[config.mk]
export PLATFORM = sky130hd
export DESIGN_NAME = cpu_status_and_option_regs
export DESIGN_NICKNAME = d
export VERILOG_FILES = /design/src/verilog/cpu_status_pkg.sv /design/src/verilog/cpu_status_and_option_regs.sv
export SDC_FILE = /design/constraint.sdc
export NUM_CORES = 1
export LEC_CHECK = 0
export BUFFER_PORTS_ARGS = -buffer_cell sky130_fd_sc_hd__buf_2
export CORE_MARGIN = 10
export CORE_UTILIZATION = 40
export CTS_BUF_LIST = sky130_fd_sc_hd__clkbuf_2 sky130_fd_sc_hd__clkbuf_4 sky130_fd_sc_hd__clkbuf_8
export DETAILED_ROUTE_END_ITERATION = 10
export GPL_TIMING_DRIVEN = 0
export PLACE_DENSITY = 0.67
export SYNTH_ARGS = -nofsm -noshare
export SYNTH_HDL_FRONTEND = slang
export SYNTH_SLANG_ARGS = --single-unit
[constraint.sdc]
create_clock -name sys_clk -period 2.35 [get_ports sys_clk]
set_clock_uncertainty 0.1 [all_clocks]
set_input_delay 0.1175 -clock sys_clk [delete_from_list [all_inputs] [get_ports sys_clk]]
set_output_delay 0.1175 -clock sys_clk [all_outputs]
set_load 0.02 [all_outputs]
[src/verilog/cpu_status_pkg.sv]
// Constants, operation codes and state layout for the status and configuration register bank
package cpu_status_pkg;

	// ----------------------------------------------------------------
	// Data address map
	// ----------------------------------------------------------------
	localparam int                  FILE_ADDR_W     = 5;
	localparam logic [4:0]          STATUS_ADDR     = 5'h03;

	// ----------------------------------------------------------------
	// Status register field positions
	// ----------------------------------------------------------------
	localparam int                  BIT_WAKE        = 7;
	localparam int                  BIT_UNUSED      = 6;
	localparam int                  BIT_PAGE        = 5;
	localparam int                  BIT_EXPIRY      = 4;
	localparam int                  BIT_SLEEP       = 3;
	localparam int                  BIT_NULL        = 2;
	localparam int                  BIT_NIBBLE      = 1;
	localparam int                  BIT_CARRY       = 0;
	localparam int                  NIBBLE_MSB      = 3;

	// ----------------------------------------------------------------
	// Reset values
	// ----------------------------------------------------------------
	localparam logic                WAKE_POR        = 1'b0;
	localparam logic                PAGE_POR        = 1'b0;
	localparam logic                EXPIRY_POR      = 1'b1;
	localparam logic                SLEEP_POR       = 1'b1;
	// Arithmetic flags are undefined at power-on; zero is used
	localparam logic                ARITH_POR       = 1'b0;
	localparam logic [7:0]          CONFIG_RESET    = 8'hff;
	localparam logic [7:0]          BYTE_ZERO       = 8'h00;

	// ----------------------------------------------------------------
	// Program memory paging
	// ----------------------------------------------------------------
	localparam int                  PAGE_WORDS      = 512;
	localparam int                  PROG_WORDS_DEF  = 1024;

	// ----------------------------------------------------------------
	// Flag-affecting operation classes issued by the core
	// ----------------------------------------------------------------
	typedef enum logic [2:0] {
		OP_NONE,
		OP_ADD,
		OP_SUB,
		OP_ROTR,
		OP_ROTL,
		OP_ZERO_ONLY
	} alu_op_type;

	// ----------------------------------------------------------------
	// Whole state of the register bank
	// ----------------------------------------------------------------
	typedef struct packed {
		logic       wake;
		logic       page;
		logic       expiry;
		logic       sleep;
		logic       null_res;
		logic       nibble;
		logic       carry;
		logic [7:0] config_val;
		logic [7:0] result;
		logic       result_valid;
	} bank_state_type;

endpackage : cpu_status_pkg

[src/verilog/cpu_status_and_option_regs.sv]
// Status register and write-only timer/watchdog configuration register of the processor core
//
// Functional notes
// Status register lives at data address 03h
// Power-on: bits 7,5 zero; expiry, sleep one
// Bit 7 set only by pin-change wake reset; code also loads it from status register writes
// Expiry flag set by power-up, clear-watchdog, sleep
// Watchdog time-out clears expiry flag
// Add: nibble flag is carry out bit 3
// Subtract: nibble flag is inverted nibble borrow
// Nibble flag changes only on add, subtract; code also loads it from status register writes
// Rotates load carry with shifted-out bit
// Configuration register eight bits, never readable
// Load instruction copies accumulator into configuration
// Every reset sets configuration to all ones
// Page bit selects upper 512-word program page
// Flag results override writes to flag bits
// Writes never alter expiry or sleep flags
// Subtract: carry is inverted borrow out
// Sleep flag: set power-up/clear-watchdog, cleared sleep
// Null flag tracks zero result when affected
`timescale 1ns/10ps

module cpu_status_and_option_regs #(
	parameter int PROG_WORDS = cpu_status_pkg::PROG_WORDS_DEF
) (
	input  wire logic                                  sys_clk,
	input  wire logic                                  sys_rst,
	input  wire logic                                  clk_en,
	input  wire logic                                  other_reset,
	input  wire logic                                  reset_by_pin_wake,
	input  wire logic                                  watchdog_timeout,
	input  wire logic                                  watchdog_clear_instr,
	input  wire logic                                  sleep_instr,
	input  wire logic                                  option_load_instr,
	input  wire logic [7:0]                            w_value,
	input  wire logic [7:0]                            file_value,
	input  wire cpu_status_pkg::alu_op_type            alu_op,
	input  wire logic [7:0]                            file_wdata,
	input  wire logic                                  file_we,
	input  wire logic [cpu_status_pkg::FILE_ADDR_W-1:0] file_addr,
	output logic                                       status_sel,
	output logic [7:0]                                 status_rdata,
	output logic [7:0]                                 alu_result,
	output logic                                       alu_result_valid,
	output logic [7:0]                                 timer_prescale_config,
	output logic                                       program_page_select
);

	// ----------------------------------------------------------------
	// State
	// ----------------------------------------------------------------
	cpu_status_pkg::bank_state_type state_q;
	cpu_status_pkg::bank_state_type state_d;

	// ----------------------------------------------------------------
	// Flag arithmetic
	// ----------------------------------------------------------------
	logic [8:0] add_full;
	logic [4:0] add_nib;
	logic [8:0] sub_full;
	logic [4:0] sub_nib;
	logic [7:0] op_result;
	logic       op_carry;
	logic       op_nibble;
	logic       op_null;
	logic       hits_carry;
	logic       hits_nibble;
	logic       hits_null;
	logic       status_write;

	always_comb begin
		add_full    = {1'b0, w_value} + {1'b0, file_value};
		add_nib     = {1'b0, w_value[cpu_status_pkg::NIBBLE_MSB:0]}
			+ {1'b0, file_value[cpu_status_pkg::NIBBLE_MSB:0]};
		sub_full    = {1'b0, file_value} - {1'b0, w_value};
		sub_nib     = {1'b0, file_value[cpu_status_pkg::NIBBLE_MSB:0]}
			- {1'b0, w_value[cpu_status_pkg::NIBBLE_MSB:0]};
		op_result   = file_wdata;
		op_carry    = state_q.carry;
		op_nibble   = state_q.nibble;
		hits_carry  = 1'b0;
		hits_nibble = 1'b0;
		hits_null   = 1'b0;
		unique case (alu_op)
			cpu_status_pkg::OP_ADD: begin
				op_result   = add_full[7:0];
				op_carry    = add_full[8];
				op_nibble   = add_nib[4];
				hits_carry  = 1'b1;
				hits_nibble = 1'b1;
				hits_null   = 1'b1;
			end
			cpu_status_pkg::OP_SUB: begin
				op_result   = sub_full[7:0];
				// Borrow shows as the ninth bit of the difference
				op_carry    = ~sub_full[8];
				op_nibble   = ~sub_nib[4];
				hits_carry  = 1'b1;
				hits_nibble = 1'b1;
				hits_null   = 1'b1;
			end
			cpu_status_pkg::OP_ROTR: begin
				op_result   = {state_q.carry, file_value[7:1]};
				op_carry    = file_value[0];
				hits_carry  = 1'b1;
			end
			cpu_status_pkg::OP_ROTL: begin
				op_result   = {file_value[6:0], state_q.carry};
				op_carry    = file_value[7];
				hits_carry  = 1'b1;
			end
			cpu_status_pkg::OP_ZERO_ONLY: begin
				hits_null   = 1'b1;
			end
			cpu_status_pkg::OP_NONE: begin
				hits_null   = 1'b0;
			end
			default: begin
				hits_null   = 1'b0;
			end
		endcase
		op_null = (op_result == cpu_status_pkg::BYTE_ZERO);
	end

	// ----------------------------------------------------------------
	// Address decode
	// ----------------------------------------------------------------
	always_comb begin
		status_sel   = (file_addr == cpu_status_pkg::STATUS_ADDR);
		status_write = file_we && status_sel;
	end

	// ----------------------------------------------------------------
	// Next state
	// ----------------------------------------------------------------
	always_comb begin
		state_d = state_q;
		if (sys_rst) begin
			// Power-on reset
			state_d.wake         = cpu_status_pkg::WAKE_POR;
			state_d.page         = cpu_status_pkg::PAGE_POR;
			state_d.expiry       = cpu_status_pkg::EXPIRY_POR;
			state_d.sleep        = cpu_status_pkg::SLEEP_POR;
			state_d.null_res     = cpu_status_pkg::ARITH_POR;
			state_d.nibble       = cpu_status_pkg::ARITH_POR;
			state_d.carry        = cpu_status_pkg::ARITH_POR;
			state_d.config_val   = cpu_status_pkg::CONFIG_RESET;
			state_d.result       = cpu_status_pkg::BYTE_ZERO;
			state_d.result_valid = 1'b0;
		end else if (clk_en) begin
			if (other_reset) begin
				// Expiry and sleep keep their cause; the timeout pulse
				// that caused a watchdog reset still lands below
				state_d.wake         = reset_by_pin_wake;
				state_d.page         = cpu_status_pkg::PAGE_POR;
				state_d.config_val   = cpu_status_pkg::CONFIG_RESET;
				state_d.result_valid = 1'b0;
			end else begin
				// Software write, then flag results on top of it
				if (status_write) begin
					state_d.wake = (hits_carry || hits_null) ? op_result[cpu_status_pkg::BIT_WAKE]
						: file_wdata[cpu_status_pkg::BIT_WAKE];
					state_d.page = (hits_carry || hits_null) ? op_result[cpu_status_pkg::BIT_PAGE]
						: file_wdata[cpu_status_pkg::BIT_PAGE];
					// Expiry and sleep bits of the written byte are dropped R15
					if (!hits_null) begin
						state_d.null_res = file_wdata[cpu_status_pkg::BIT_NULL];
					end
					if (!hits_nibble) begin
						state_d.nibble = (hits_carry) ? op_result[cpu_status_pkg::BIT_NIBBLE]
							: file_wdata[cpu_status_pkg::BIT_NIBBLE];
					end
					if (!hits_carry) begin
						state_d.carry = file_wdata[cpu_status_pkg::BIT_CARRY];
					end
				end
				if (hits_null) begin
					state_d.null_res = op_null;
				end
				if (hits_nibble) begin
					state_d.nibble = op_nibble;
				end
				if (hits_carry) begin
					state_d.carry = op_carry;
				end
				if (option_load_instr) begin
					state_d.config_val = w_value;
				end
				state_d.result       = op_result;
				state_d.result_valid = (alu_op != cpu_status_pkg::OP_NONE);
			end
			// Device events on expiry and sleep flags
			if (watchdog_clear_instr) begin
				state_d.expiry = 1'b1;
				state_d.sleep  = 1'b1;
			end
			if (sleep_instr) begin
				state_d.expiry = 1'b1;
				state_d.sleep  = 1'b0;
			end
			// A time-out outranks a same-cycle clear so it is never lost
			if (watchdog_timeout) begin
				state_d.expiry = 1'b0;
			end
		end
	end

	always_ff @(posedge sys_clk) begin
		state_q <= state_d;
	end

	// ----------------------------------------------------------------
	// Outputs
	// ----------------------------------------------------------------
	always_comb begin
		// Unimplemented bit 6 stays at the zero loaded here
		status_rdata                              = cpu_status_pkg::BYTE_ZERO;
		status_rdata[cpu_status_pkg::BIT_WAKE]    = state_q.wake;
		status_rdata[cpu_status_pkg::BIT_PAGE]    = state_q.page;
		status_rdata[cpu_status_pkg::BIT_EXPIRY]  = state_q.expiry;
		status_rdata[cpu_status_pkg::BIT_SLEEP]   = state_q.sleep;
		status_rdata[cpu_status_pkg::BIT_NULL]    = state_q.null_res;
		status_rdata[cpu_status_pkg::BIT_NIBBLE]  = state_q.nibble;
		status_rdata[cpu_status_pkg::BIT_CARRY]   = state_q.carry;
		alu_result            = state_q.result;
		alu_result_valid      = state_q.result_valid;
		// Only reaches the timer logic; no read path exists R10
		timer_prescale_config = state_q.config_val;
		// Small parts keep the bit as plain storage but never page with it
		program_page_select   = (PROG_WORDS > cpu_status_pkg::PAGE_WORDS) ? state_q.page : 1'b0;
	end

endmodule : cpu_status_and_option_regs

==> summary.md <==
| Metric | Value |
|---|---|
| Startpoint types | input pin |
| Top-area cell type share of the netlist area | about a fifth |
| Hold Crit Class | input pin to flop |
| Initial DRC count | 197 |
| Worst Tran Pin Value | 0.7488 ns |
| Initial Utilization | 41.71% |
| Cells after Synth | 306 |
| H-Tree Depth | 1 |
| Ratio of cells with drive above 1 in the final layout | between 20% and 30% |
| Register area | 480.5 um^2 |
| Seq/Total Area, Yosys | 20.79% |
| DR WL/cell | 17.34 um |
| Synthesized area | around 2300 um^2 |
| Synth unique cells | between 60 and 70 |
| CP required | 2.47 ns |
| EDFF count, synth | 0 |
| R2R setup slack | 0.58 ns |
| Placer Congestion | 0.9479 |
| Worst vdd rail ir drop | 0.0002496 V |
| Area Growth Syn to Fin | 22.79% |
| Largest net degree at the start of global routing | 15 |
| Vias per cell | 5.777 |
| Area leader, netlist | dfxtp_1 |
| Routed Antenna Nets | 0 |
| Final TNS setup | 0 ns |
| Vias in the first global route | about 2.4k |
| Hold path depth | 3 |
| Core Box Area | 5540 um^2 |
| Pwr per Cell Area | 452.8 nW/um^2 |
| Syn_nets | 367 |
| Aggregate global routing overflow | 0 |
| Syn avg cell area | ~7.6 um^2 |
| Cell Rows | 27 |
| Arrival time at the worst endpoint | 2.39 ns |
| Reg2reg end | status_rdata[7] |
| CTS tree | built |
| Final core occ | 51.22% |
| Boundary Pins | slightly below 70 |
| Layout Nets | 439 |
| Yosys reg bits | 24 |
| Final hold vios | 0 |
| Kind of critical path | input pin to flop |
| Reg-to-reg startpoint | status_rdata[0] |
| Crit path max fanout | 5 |
| Max-cap violation count | 0 |
| Hold Path Origin | w_value[6] |
| PnR worst setup slack | 0.08676 ns |
| Tmin final | 2.263 ns |
| Worst Hold Path EP | timer_prescale_config[6] |
| Length of the first detailed-routing pass in iterations | 5 |
| Worst skew pair latency | 0.27 ns |
| Die X | 96.01 um |
| Setup violations, final | 0 |
| RSZ-0062 raised after global routing | no |
| Synth area leaders | dfxtp_1 21%, ha_1 9.2%, a21oi_1 5.2% |
| Clock root buffer | clkbuf_8 |
| Filler cells | 596 |
| Final worst path period share | 96.31% |
| Fin. max-slew vios | 0 |
| Total GRT Usage | 16.39% |
| Pre-CTS WS | -0.5057 ns |
| Placed cell areas | around 2700 um^2 |
| Commonest cells in the synthesized netlist | 30 x nand2_1, 24 x a21oi_1, 24 x dfxtp_1 |
| Bufs on Longest Clock Path | 2 |
| Final HPWL DP | about 6300 um |
| Ys async rst share | 0% |
| # clock sinks | 24 |
| Ant. Diodes | 0 |
| Initial antenna violation count | 0 |
| DRC viols | 0 |
| Outcome | finished, final reports clean |
| CP endpoint kind | flop |
| Slew HR | 49.97% |
| Synth warnings | 0 |
| Die area | 9218 um^2 |
| Vias | 2594 |
| Fin area | 2838 um^2 |
| Top_reg_cell synth | dfxtp_1 |
| Pleak | 1.230 nW |
| IO Port Bufs | 65 |
| Multi-input logic area | about 1700 um^2 |
| Fmax | 441.8 MHz |
| Clk slew on worst S/H paths | 0.09 ns |
| R2R depth | 6 |
| Num CTS Buffers | 3 |
| Top-count cell post-synth | nand2_1 |
| First-pass GRT wire length | ~12000 um |
| Routed Wire Length | 7786 um |
| Die Y | 96.01 um |
## metrics by stage
step                      cells  power [W]  hold slack [ns]
after floorplan             306  0.0007528           0.1456
after global placement      443  0.0008975           0.2707
after detailed placement    443  0.0009033           0.2792
after CTS                   449   0.001278         0.002120
after global routing        449   0.001360          0.02049
final                       449   0.001285        0.0007294
## worst max path at each step
stage / startpoint / cells after the start / endpoint / slack [ns]
3_5_place_dp: file_value[0] / 10 / status_rdata[2] / -0.51
3_3_place_gp: file_value[0] / 10 / status_rdata[2] / -0.56
4_1_cts: file_value[0] / 10 / status_rdata[2] / 0.02
6_report: file_value[0] / 11 / status_rdata[2] / 0.09
5_1_grt: w_value[2] / 10 / status_rdata[2] / 0.03
2_1_floorplan: file_value[0] / 9 / status_rdata[2] / 0.16
## cells in the final DEF (no fill, tap or decap), drive strengths merged, types with 5 or more instances in the layout
master and instances:
a211oi 6, a21oi 24, nor3 9, nand2 30, o22ai 13, o211ai 7
o21ai 17, nand4 5, inv 17, dfxtp 24, nor2 21, buf 77
clkbuf 12, nor2b 7, nand2b 15, ha 17
## where the power goes
group	switching [W]	leakage (nW)	internal [W]
combinational	0.000288	0.998	0.000191
clock	0.000143	0.0357	0.000228
sequential	0.00000924	0.196	0.000425
## kinds of logic (layout without fill, tap and decap cells)
logic type	count (synthesis)	count (layout)	synth area share (%)
flops	24	24	20.79
xor+xnor	4	4	1.516
buf+inv	38	109	7.796
fa+ha+maj	19	19	10.94
other cells	1	1	0.1623
mux	2	2	1.408
compound gates	106	106	31.89
simple gates	112	112	25.50
## state kept, by name (all words and copies together), names as in the netlist
| signal | flops |
|---|---|
| alu_result_valid | 1 |
| status_rdata | 6 |
| alu_result | 8 |
| program_page_select | 1 |
| timer_prescale_config | 8 |
## layout make-up
class	instances	share of cell area, %
well taps	72	3.175
clock buffers	3	1.455
inverters	17	2.249
repair buffers	67	12.17
plain buffers	21	4.101
clock inverters	1	1.058
flip-flops and latches	24	16.93
multi-input cells	244	58.86
## per-layer routing
layer	wire length [um]	track usage, %	up-vias
met2	3483	25.39	118
met4	100	4.914	0
met3	715	4.202	6
met1	3487	21.76	1204
li1	-	-	1266
met5	0	0	-
## critical path, stage by stage
cell and delay [ns]:
buf_2 0.11, inv_1 0.11, ha_1 0.15, inv_1 0.04, fa_1 0.45, a211oi_4 0.36, o21ai_0 0.24, a221oi_2 0.31
a311oi_2 0.10, a211oi_2 0.19, a41o_1 0.19
## what timing repair did
action,CTS,global route
buffers inserted,0,0
endpoints found under the setup margin,2,3
resized for setup,1,3
hold buffers,2,0
endpoints found under the hold margin,2,0
No activity file was read; power rests on OpenSTA's default activity.
